[src/rtl/ccrc_map.svh]
// Purpose: offsets, field positions, reset values and selector codes of the crc engine
// Assumes: included by bare name from rtl files
// Notes:   definitions only
`ifndef CCRC_MAP_SVH
`define CCRC_MAP_SVH

// ----------------------------------------
// coprocessor selector codes
// ----------------------------------------
`define CCRC_SEL_LOAD_INIT      16'h0201
`define CCRC_SEL_LOAD_INIT_REV  16'h0211
`define CCRC_SEL_FOLD_BYTE      16'h0204
`define CCRC_SEL_FOLD_BYTE_REV  16'h0214
`define CCRC_SEL_FOLD_HALF      16'h0205
`define CCRC_SEL_FOLD_HALF_REV  16'h0215
`define CCRC_SEL_FOLD_DWORD     16'h1207
`define CCRC_SEL_FOLD_DWORD_REV 16'h1217
`define CCRC_SEL_LOAD_POLY      16'h4200
`define CCRC_SEL_LOAD_POLY_REV  16'h4210

// ----------------------------------------
// apb register offsets
// ----------------------------------------
`define CCRC_OFF_CTRL   12'h000
`define CCRC_OFF_VALUE  12'h004
`define CCRC_OFF_POLY   12'h008
`define CCRC_OFF_STAT   12'h00c
`define CCRC_OFF_IEN    12'h010
`define CCRC_OFF_ICLR   12'h014
`define CCRC_OFF_COUNT  12'h018

// ----------------------------------------
// control and status fields
// ----------------------------------------
`define CCRC_CTRL_CP2_EN  0
`define CCRC_CTRL_X64_EN  1
`define CCRC_CTRL_CRYPTO_DISABLE_FLAG 2
`define CCRC_EV_DONE      0
`define CCRC_EV_CPU       1
`define CCRC_EV_RSVD      2
`define CCRC_EV_UNKNOWN   3
`define CCRC_EV_W         4

// ----------------------------------------
// reset values
// ----------------------------------------
`define CCRC_RST_CTRL   3'h0
`define CCRC_RST_VALUE  32'h0000_0000
`define CCRC_RST_POLY   32'h04c1_1db7

`endif

[src/rtl/ccrc_pkg.sv]
// Purpose: types shared by the crc engine files
// Assumes: none
// Notes:   numbers live in ccrc_map.svh
package ccrc_pkg;

  // answer to an issued instruction
  typedef enum logic [1:0] {
    CCRC_RSP_OK,
    CCRC_RSP_CPU,
    CCRC_RSP_RSVD
  } ccrc_rsp_t;

  // instruction kind after decode
  typedef enum logic [2:0] {
    CCRC_OP_NONE,
    CCRC_OP_INIT,
    CCRC_OP_POLY,
    CCRC_OP_BYTE,
    CCRC_OP_HALF,
    CCRC_OP_DWORD
  } ccrc_op_t;

endpackage

[src/rtl/ccrc_fold.sv]
// Purpose: one-step combinational crc fold of up to eight bytes
// Assumes: bytes fed least significant first, msb of each byte first
// Notes:   nbytes selects how many low bytes fold in
`timescale 1ns/1ns
module ccrc_fold #(
  parameter int NB = 8
) (
  // operands
  input  wire logic [31:0]     crc_in,
  input  wire logic [31:0]     poly,
  input  wire logic [NB*8-1:0] data,
  input  wire logic [3:0]      nbytes,
  // result
  output logic      [31:0]     crc_out
);

  // ----------------------------------------
  // byte chain
  // ----------------------------------------
  function automatic logic [31:0] fold_byte(input logic [31:0] c, input logic [7:0] b, input logic [31:0] p);
    logic [31:0] r;
    r = c ^ {b, 24'h00_0000};
    for (int i = 0; i < 8; i++) begin
      r = r[31] ? ((r << 1) ^ p) : (r << 1);
    end
    return r;
  endfunction

  logic [31:0] stage [0:NB];
  assign stage[0] = crc_in;

  genvar g;
  generate
    for (g = 0; g < NB; g++) begin : g_byte
      assign stage[g+1] = (4'(g) < nbytes) ? fold_byte(stage[g], data[g*8 +: 8], poly) : stage[g];
    end
  endgenerate

  assign crc_out = stage[NB];

endmodule

[src/rtl/ccrc_engine.sv]
// Purpose: crc coprocessor engine with apb register view
// Assumes: core presents one instruction per cycle on issue_valid
// Notes:   answer follows issue by one cycle
//
// What this block does
// - byte selector folds low byte into value
// - reflected byte folds bit-reversed low byte
// - halfword selector folds low sixteen bits
// - reflected halfword reverses both bytes, then folds
// - doubleword selector folds all sixty-four bits
// - reflected doubleword reverses every byte first
// - reflection touches input only, not value/poly
// - initial load copies low 32 bits
// - reflected initial load stores byte-reversed bits
// - coprocessor disabled: unusable exception, no change
// - no 64-bit ops: reserved exception; crypto-off ignored
// - polynomial load copies low 32 bits
// - reflected polynomial load stores byte-reversed bits
`timescale 1ns/1ns
`include "ccrc_map.svh"
module ccrc_engine #(
  parameter int CNT_W = 32
) (
  // clock and reset
  input  wire logic                pclk,
  input  wire logic                presetn,
  // coprocessor issue
  input  wire logic                issue_valid,
  input  wire logic [15:0]         issue_sel,
  input  wire logic [63:0]         source_gpr_field,
  // coprocessor answer
  output logic                     rsp_valid,
  output ccrc_pkg::ccrc_rsp_t      rsp_code,
  // apb slave
  input  wire logic                psel,
  input  wire logic                penable,
  input  wire logic                pwrite,
  input  wire logic [11:0]         paddr,
  input  wire logic [31:0]         pwdata,
  output logic [31:0]              prdata,
  output logic                     pready,
  output logic                     pslverr,
  // interrupt
  output logic                     irq
);
  import ccrc_pkg::*;

  // ----------------------------------------
  // reflection helper
  // ----------------------------------------
  function automatic logic [63:0] reflect_bytes(input logic [63:0] v);
    logic [63:0] r;
    r = 64'h0;
    for (int b = 0; b < 8; b++) begin
      for (int i = 0; i < 8; i++) begin
        r[b*8+i] = v[b*8+7-i];
      end
    end
    return r;
  endfunction

  // ----------------------------------------
  // state
  // ----------------------------------------
  logic [31:0]            crc_running_value_q;
  logic [31:0]            crc_running_value_d;
  logic [31:0]            crc_polynomial_reg_q;
  logic [31:0]            crc_polynomial_reg_d;
  logic [2:0]             ctrl_q;
  logic [`CCRC_EV_W-1:0]  stat_q;
  logic [`CCRC_EV_W-1:0]  stat_d;
  logic [`CCRC_EV_W-1:0]  ien_q;
  logic [CNT_W-1:0]       count_q;
  logic                   rsp_valid_q;
  ccrc_rsp_t              rsp_code_q;
  logic [31:0]            prdata_q;
  logic                   pready_q;
  logic                   pslverr_q;
  logic                   irq_q;

  // ----------------------------------------
  // instruction decode
  // ----------------------------------------
  wire logic       cp2_en   = ctrl_q[`CCRC_CTRL_CP2_EN];
  wire logic       x64_en   = ctrl_q[`CCRC_CTRL_X64_EN];
  wire logic       sel_rev  = issue_sel[4];
  logic            known;
  ccrc_op_t        op;

  always_comb begin
    known = 1'b1;
    case (issue_sel)
      `CCRC_SEL_LOAD_INIT, `CCRC_SEL_LOAD_INIT_REV:   op = CCRC_OP_INIT;
      `CCRC_SEL_LOAD_POLY, `CCRC_SEL_LOAD_POLY_REV:   op = CCRC_OP_POLY;
      `CCRC_SEL_FOLD_BYTE, `CCRC_SEL_FOLD_BYTE_REV:   op = CCRC_OP_BYTE;
      `CCRC_SEL_FOLD_HALF, `CCRC_SEL_FOLD_HALF_REV:   op = CCRC_OP_HALF;
      `CCRC_SEL_FOLD_DWORD, `CCRC_SEL_FOLD_DWORD_REV: op = CCRC_OP_DWORD;
      default: begin
        op    = CCRC_OP_NONE;
        known = 1'b0;
      end
    endcase
  end

  // access checks; crypto-disable bit deliberately unused here
  wire logic exc_cpu  = issue_valid & known & ~cp2_en;
  wire logic exc_rsvd = issue_valid & known & cp2_en & ~x64_en;
  wire logic do_op    = issue_valid & known & cp2_en & x64_en;
  wire logic bad_sel  = issue_valid & ~known;

  // ----------------------------------------
  // datapath
  // ----------------------------------------
  wire logic [63:0] src_refl = reflect_bytes(source_gpr_field);
  wire logic [63:0] src_in   = sel_rev ? src_refl : source_gpr_field;
  logic [3:0]       nbytes;
  logic [31:0]      fold_out;

  always_comb begin
    case (op)
      CCRC_OP_BYTE:  nbytes = 4'h1;
      CCRC_OP_HALF:  nbytes = 4'h2;
      CCRC_OP_DWORD: nbytes = 4'h8;
      default:       nbytes = 4'h0;
    endcase
  end

  ccrc_fold #(
    .NB (8)
  ) u_fold (
    .crc_in  (crc_running_value_q),
    .poly    (crc_polynomial_reg_q),
    .data    (src_in),
    .nbytes  (nbytes),
    .crc_out (fold_out)
  );

  // ----------------------------------------
  // apb decode
  // ----------------------------------------
  wire logic apb_acc = psel & penable & ~pready_q;
  wire logic apb_wr  = apb_acc & pwrite;
  wire logic apb_rd  = apb_acc & ~pwrite;
  wire logic hit_ctrl  = (paddr == `CCRC_OFF_CTRL);
  wire logic hit_value = (paddr == `CCRC_OFF_VALUE);
  wire logic hit_poly  = (paddr == `CCRC_OFF_POLY);
  wire logic hit_stat  = (paddr == `CCRC_OFF_STAT);
  wire logic hit_ien   = (paddr == `CCRC_OFF_IEN);
  wire logic hit_iclr  = (paddr == `CCRC_OFF_ICLR);
  wire logic hit_count = (paddr == `CCRC_OFF_COUNT);
  wire logic mapped    = hit_ctrl | hit_value | hit_poly | hit_stat | hit_ien | hit_iclr | hit_count;
  // value, poly, stat and count are read-only to software; writes refused
  wire logic wr_ro     = apb_wr & (hit_value | hit_poly | hit_stat | hit_count);

  logic [31:0] rd_mux;
  always_comb begin
    rd_mux = 32'h0;
    if (hit_ctrl) begin
      rd_mux = {29'h0, ctrl_q};
    end else if (hit_value) begin
      rd_mux = crc_running_value_q;
    end else if (hit_poly) begin
      rd_mux = crc_polynomial_reg_q;
    end else if (hit_stat) begin
      rd_mux = {{(32-`CCRC_EV_W){1'b0}}, stat_q};
    end else if (hit_ien) begin
      rd_mux = {{(32-`CCRC_EV_W){1'b0}}, ien_q};
    end else if (hit_count) begin
      rd_mux = 32'(count_q);
    end
  end

  // ----------------------------------------
  // next values
  // ----------------------------------------
  always_comb begin
    crc_running_value_d  = crc_running_value_q;
    crc_polynomial_reg_d = crc_polynomial_reg_q;
    if (do_op) begin
      case (op)
        CCRC_OP_INIT:  crc_running_value_d  = src_in[31:0];
        CCRC_OP_POLY:  crc_polynomial_reg_d = src_in[31:0];
        CCRC_OP_BYTE, CCRC_OP_HALF, CCRC_OP_DWORD: crc_running_value_d = fold_out;
        default: ;
      endcase
    end
  end

  // sticky events: set wins over a same-cycle clear
  logic [`CCRC_EV_W-1:0] ev_set;
  logic [`CCRC_EV_W-1:0] ev_clr;
  always_comb begin
    ev_set = '0;
    ev_set[`CCRC_EV_DONE]    = do_op;
    ev_set[`CCRC_EV_CPU]     = exc_cpu;
    ev_set[`CCRC_EV_RSVD]    = exc_rsvd;
    ev_set[`CCRC_EV_UNKNOWN] = bad_sel;
    ev_clr = (apb_wr & hit_iclr) ? pwdata[`CCRC_EV_W-1:0] : '0;
    stat_d = (stat_q & ~ev_clr) | ev_set;
  end

  // ----------------------------------------
  // registers
  // ----------------------------------------
  always_ff @(posedge pclk or negedge presetn) begin
    if (!presetn) begin
      crc_running_value_q  <= `CCRC_RST_VALUE;
      crc_polynomial_reg_q <= `CCRC_RST_POLY;
      stat_q               <= '0;
      count_q              <= '0;
    end else begin
      crc_running_value_q  <= crc_running_value_d;
      crc_polynomial_reg_q <= crc_polynomial_reg_d;
      stat_q               <= stat_d;
      if (do_op) begin
        count_q <= count_q + CNT_W'(1);
      end
    end
  end

  always_ff @(posedge pclk or negedge presetn) begin
    if (!presetn) begin
      ctrl_q <= `CCRC_RST_CTRL;
      ien_q  <= '0;
    end else if (apb_wr & hit_ctrl) begin
      ctrl_q <= pwdata[2:0];
    end else if (apb_wr & hit_ien) begin
      ien_q  <= pwdata[`CCRC_EV_W-1:0];
    end
  end

  always_ff @(posedge pclk or negedge presetn) begin
    if (!presetn) begin
      rsp_valid_q <= 1'b0;
      rsp_code_q  <= CCRC_RSP_OK;
    end else begin
      rsp_valid_q <= issue_valid;
      rsp_code_q  <= exc_cpu ? CCRC_RSP_CPU : ((exc_rsvd | bad_sel) ? CCRC_RSP_RSVD : CCRC_RSP_OK);
    end
  end

  always_ff @(posedge pclk or negedge presetn) begin
    if (!presetn) begin
      prdata_q  <= 32'h0;
      pready_q  <= 1'b0;
      pslverr_q <= 1'b0;
      irq_q     <= 1'b0;
    end else begin
      pready_q  <= apb_acc;
      pslverr_q <= apb_acc & (~mapped | wr_ro);
      prdata_q  <= (apb_rd & mapped) ? rd_mux : 32'h0;
      irq_q     <= |(stat_d & ien_q);
    end
  end

  assign rsp_valid = rsp_valid_q;
  assign rsp_code  = rsp_code_q;
  assign prdata    = prdata_q;
  assign pready    = pready_q;
  assign pslverr   = pslverr_q;
  assign irq       = irq_q;

endmodule

[config.mk]
export PLATFORM = sky130hd
export DESIGN_NAME = ccrc_engine
export DESIGN_NICKNAME = d
export VERILOG_FILES = /design/src/rtl/ccrc_pkg.sv /design/src/rtl/ccrc_fold.sv /design/src/rtl/ccrc_engine.sv
export VERILOG_INCLUDE_DIRS = /design/src /design/src/rtl
export SDC_FILE = /design/constraint.sdc
export NUM_CORES = 2
export LEC_CHECK = 0
export CORE_MARGIN = 2
export CORE_UTILIZATION = 40
export CTS_CLUSTER_SIZE = 40
export DETAILED_ROUTE_END_ITERATION = 10
export DONT_BUFFER_PORTS = 1
export GPL_TIMING_DRIVEN = 0
export HOLD_SLACK_MARGIN = 0.15
export PLACE_DENSITY = 0.55
export SYNTH_ARGS = -nofsm -noshare
export SYNTH_HDL_FRONTEND = slang
export SYNTH_SLANG_ARGS = --single-unit
[constraint.sdc]
create_clock -name pclk -period 28.8 [get_ports pclk]
set_clock_uncertainty 0.05 [all_clocks]
set_input_delay 1.44 -clock pclk [delete_from_list [all_inputs] [get_ports pclk]]
set_output_delay 1.44 -clock pclk [all_outputs]
set_load 0.02 [all_outputs]
==> results.toml <==
[status]
outcome = "finished with violations"
violations = "max-capacitance violations, max-slew violations"

[global_routing]
grt_pass1_vias = 47700
overflow = 0
antenna_found_initial = 9
grt_pass1_wl_um = 318000
grt_max_degree = 146
grt_usage_pct = 35.4

[worst_setup_path]
slowest_delay_ns = 0.60
crit_type = "in -> reg"
cp.arrival_ns = 28.96
required_ns = 29.05
crit_path_frequent_cell = "buf_6"
worst-path-max-fanout = 10
end_kind = "flip-flop"
slowest_stage = "or4_4"
r2r_cells = 117
cp-start-kind = "input port"

[yosys]
ys_seq_elements = 145
synth-seq-area-share_pct = 7.92
synthCells = 6895
syn_nets = 7026
synth_edf_count = 0
synth-warning-count = 0
avgSynthCellArea_um2 = 6.67
async_flop_share_pct = 100
synthFlopType = "dfrtp_1"
syn-cell-area_mm2 = 0.0460
synth_cell_types = 127

[route]
viasPerCell = 5.96
antenna_left = 0
routed_wl_um = 221000
firstDrtPassIters = 8
initialDrtViolationCount = 6338
drc = 0
routedWlPerCell_um = 25.2
via_count = 52300

[pwr]
totalPowerFinal_mw = 0.853
p_switching_mw = 0.348
power_frac_comb_pct = 46.4
total_leakage_power_nw = 17.5
p_sw_share_pct = 40.8
peakVddDrop_uv = 37.7
p_per_area_mw_per_mm2 = 15.1
p_clk_share_pct = 29.6
p_int_mw = 0.504
pwr-share-seq_pct = 24.0

[timing]
setup_violations = 0
slew_violations = 12
hold_viol_final = 0
fmax_ghz = 0.0348
post-route-period-util_pct = 99.7
tightest_slew_ns = 1.67
slew_headroom_pct = -11.5
rsz0062_at_grt = "true"
fin_crit_ns = 28.71
fin_ws_ns = 0.0897

[die]
design.die.area_mm2 = 0.118
die_y_um = 343
initial_core_util_pct = 40.3
ioPinCount = 168
dieWidth_um = 343
core_area_mm2 = 0.114
rows = 124

[placed_design]
placed_area_mm2 = 0.0480
gp_congestion = 1.01
hpwl_um = 173000
pre_cts_ws_ns = -7.87
io_buffers = 0

[worst_hold_path]
min_path_type = "reg -> reg"
hold_depth = 1

[cells_and_area]
synthToLayoutAreaGrowth_pct = 22.6
fillers = 11500
fin_util_pct = 49.4
layout.nets = 7377
final_area_mm2 = 0.0564
final_layout_size_suffix_gt1_share_pct = 15.6

[clock_tree]
cts_sinks = 145
clock_path_buffers = 2
cts-hold-fix-buffers = 0
cts_made_buffers = 17
cts_tree = "built"
cts_max_level = 4
path_clk_slew_ns = 0.07
clock_latency_ns = 0.44
cts_root_buf = "clkbuf_16"

[job]
maxCapViolations = 4
-- layout by cell type, fill, tap and decap left out, types with 52 or more instances in the layout --
cell type	synthesis	layout
buf_1	149	146
nand3_1	145	133
a211oi_1	88	54
o21ai_0	216	199
xor2_1	151	125
nor3_1	90	62
buf_4	7	300
buf_6	2	65
nand4_1	61	61
dfrtp_1	131	131
o211ai_1	52	52
nand2_1	1730	1715
mux2i_1	110	86
clkbuf_1	431	381
nor2_1	448	421
xnor2_1	1669	1598
a21oi_1	302	285
o21ai_1	52	59
xnor2_2	10	56
-- power by group through the flow --
stage | combinational, mW | clock [mW] | sequential, mW
2_1_floorplan | 0.184 | 0 | 0.208
3_3_place_gp | 0.271 | 0 | 0.208
3_5_place_dp | 0.272 | 0 | 0.208
4_1_cts | 0.322 | 0.253 | 0.205
5_1_grt | 0.411 | 0.262 | 0.205
6_report | 0.396 | 0.252 | 0.205
-- worst max-delay path: cells and delay by family --
family / cells / cell delay, ns
simple gates: 27 / 6.63
mux: 13 / 3.02
buf+inv: 28 / 4.32
compound gates: 33 / 8.37
xor+xnor: 19 / 5.08
-- registers in the layout (all words and copies together) (netlist names), 2 cells and up --
register and flops:
count_q 32, crc_polynomial_reg_q 32, crc_running_value_q 32, ctrl_q 3, ien_q 4, prdata 32
rsp_code 2, stat_q 4
-- path summary, 6_finish.rpt --
| check | startpoint | end | slack, ns |
|---|---|---|---|
| min in group asynchronous | presetn | rsp_code[0] | 0.65 |
| max reg2reg | crc_polynomial_reg_q[29] | crc_running_value_q[25] | 0.12 |
| min reg2reg | count_q[31] | count_q[31] | 0.43 |
| min | count_q[31] | count_q[31] | 0.43 |
| max in group asynchronous | presetn | crc_polynomial_reg_q[23] | 27.75 |
| max | issue_sel[4] | crc_running_value_q[25] | 0.09 |
-- routing by layer --
metal	up-vias	global-route usage (%)	wire length (um)
met5	-	0	37
met2	2731	56.1	97000
met4	4	15.1	12300
met3	542	4.86	19500
met1	25100	48.0	92100
li1	24000	-	-
-- cell type report --
class	count	area, um2	share of cell area [%]
Antenna cell	6	15.0	0.0266
Clock buffer	21	480	0.851
Timing Repair Buffer	340	2930	5.20
Multi-Input combinational cell	6073	44200	78.4
Inverter	44	165	0.293
Buffer	625	2880	5.11
Tap cell	1512	1890	3.35
Clock inverter	11	175	0.310
Sequential cell	145	3650	6.46
-- cells in the mapped netlist, drive strengths merged, types with 30 or more instances --
cell       n  area share, %
a211oi    93            1.6
a21oi    305            3.3
a222oi    30           0.65
a31oi     42           0.60
a32oi     30           0.60
and2      49           0.67
and3      33           0.45
buf      206            1.9
clkbuf   431            3.5
dfrtp    131            7.1
inv       33           0.27
mux2      43            1.1
mux2i    115            2.6
nand2   1733             14
nand3    146            1.6
nand4     62           0.86
nor2     456            3.8
nor3      96            1.1
nor4      45           0.78
o211ai    57           0.98
o21ai    269            2.9
or3       36           0.49
xnor2   1681             32
xnor3     48            2.3
xor2     160            3.2
-- cell families (layout without fill, tap and decap cells) --
family	count (synthesis)	in the layout	share of synthesized area, %
AO/OA/AOI/OAI	1251	1251	18.9
buffers and inverters	681	1041	5.78
XOR/XNOR	1891	1892	37.9
flip-flops	145	145	7.92
AND/OR/NAND/NOR	2768	2770	25.8
adder cells (fa/ha/maj)	1	1	0.0272
other	0	6	0
multiplexers	158	159	3.65
-- per-stage QoR --
stage               instances  hold slack, ns  TNS (ns)
detailed placement       8414           0.418   -242.13
global placement         8407           0.416   -272.71
global route             8771           0.457    -12.99
finish                   8777           0.434         0
CTS                      8591           0.436         0
floorplan                6895           0.396         0
-- repair_timing --
| item | in CTS | in global routing |
|---|---|---|
| pin swaps | 127 | 265 |
| resized for setup | 444 | 552 |
| gates cloned | 1 | 8 |
| buffers inserted | 150 | 181 |
| endpoints found under the setup margin | 32 | 32 |
(Power assumes the default switching activity.)
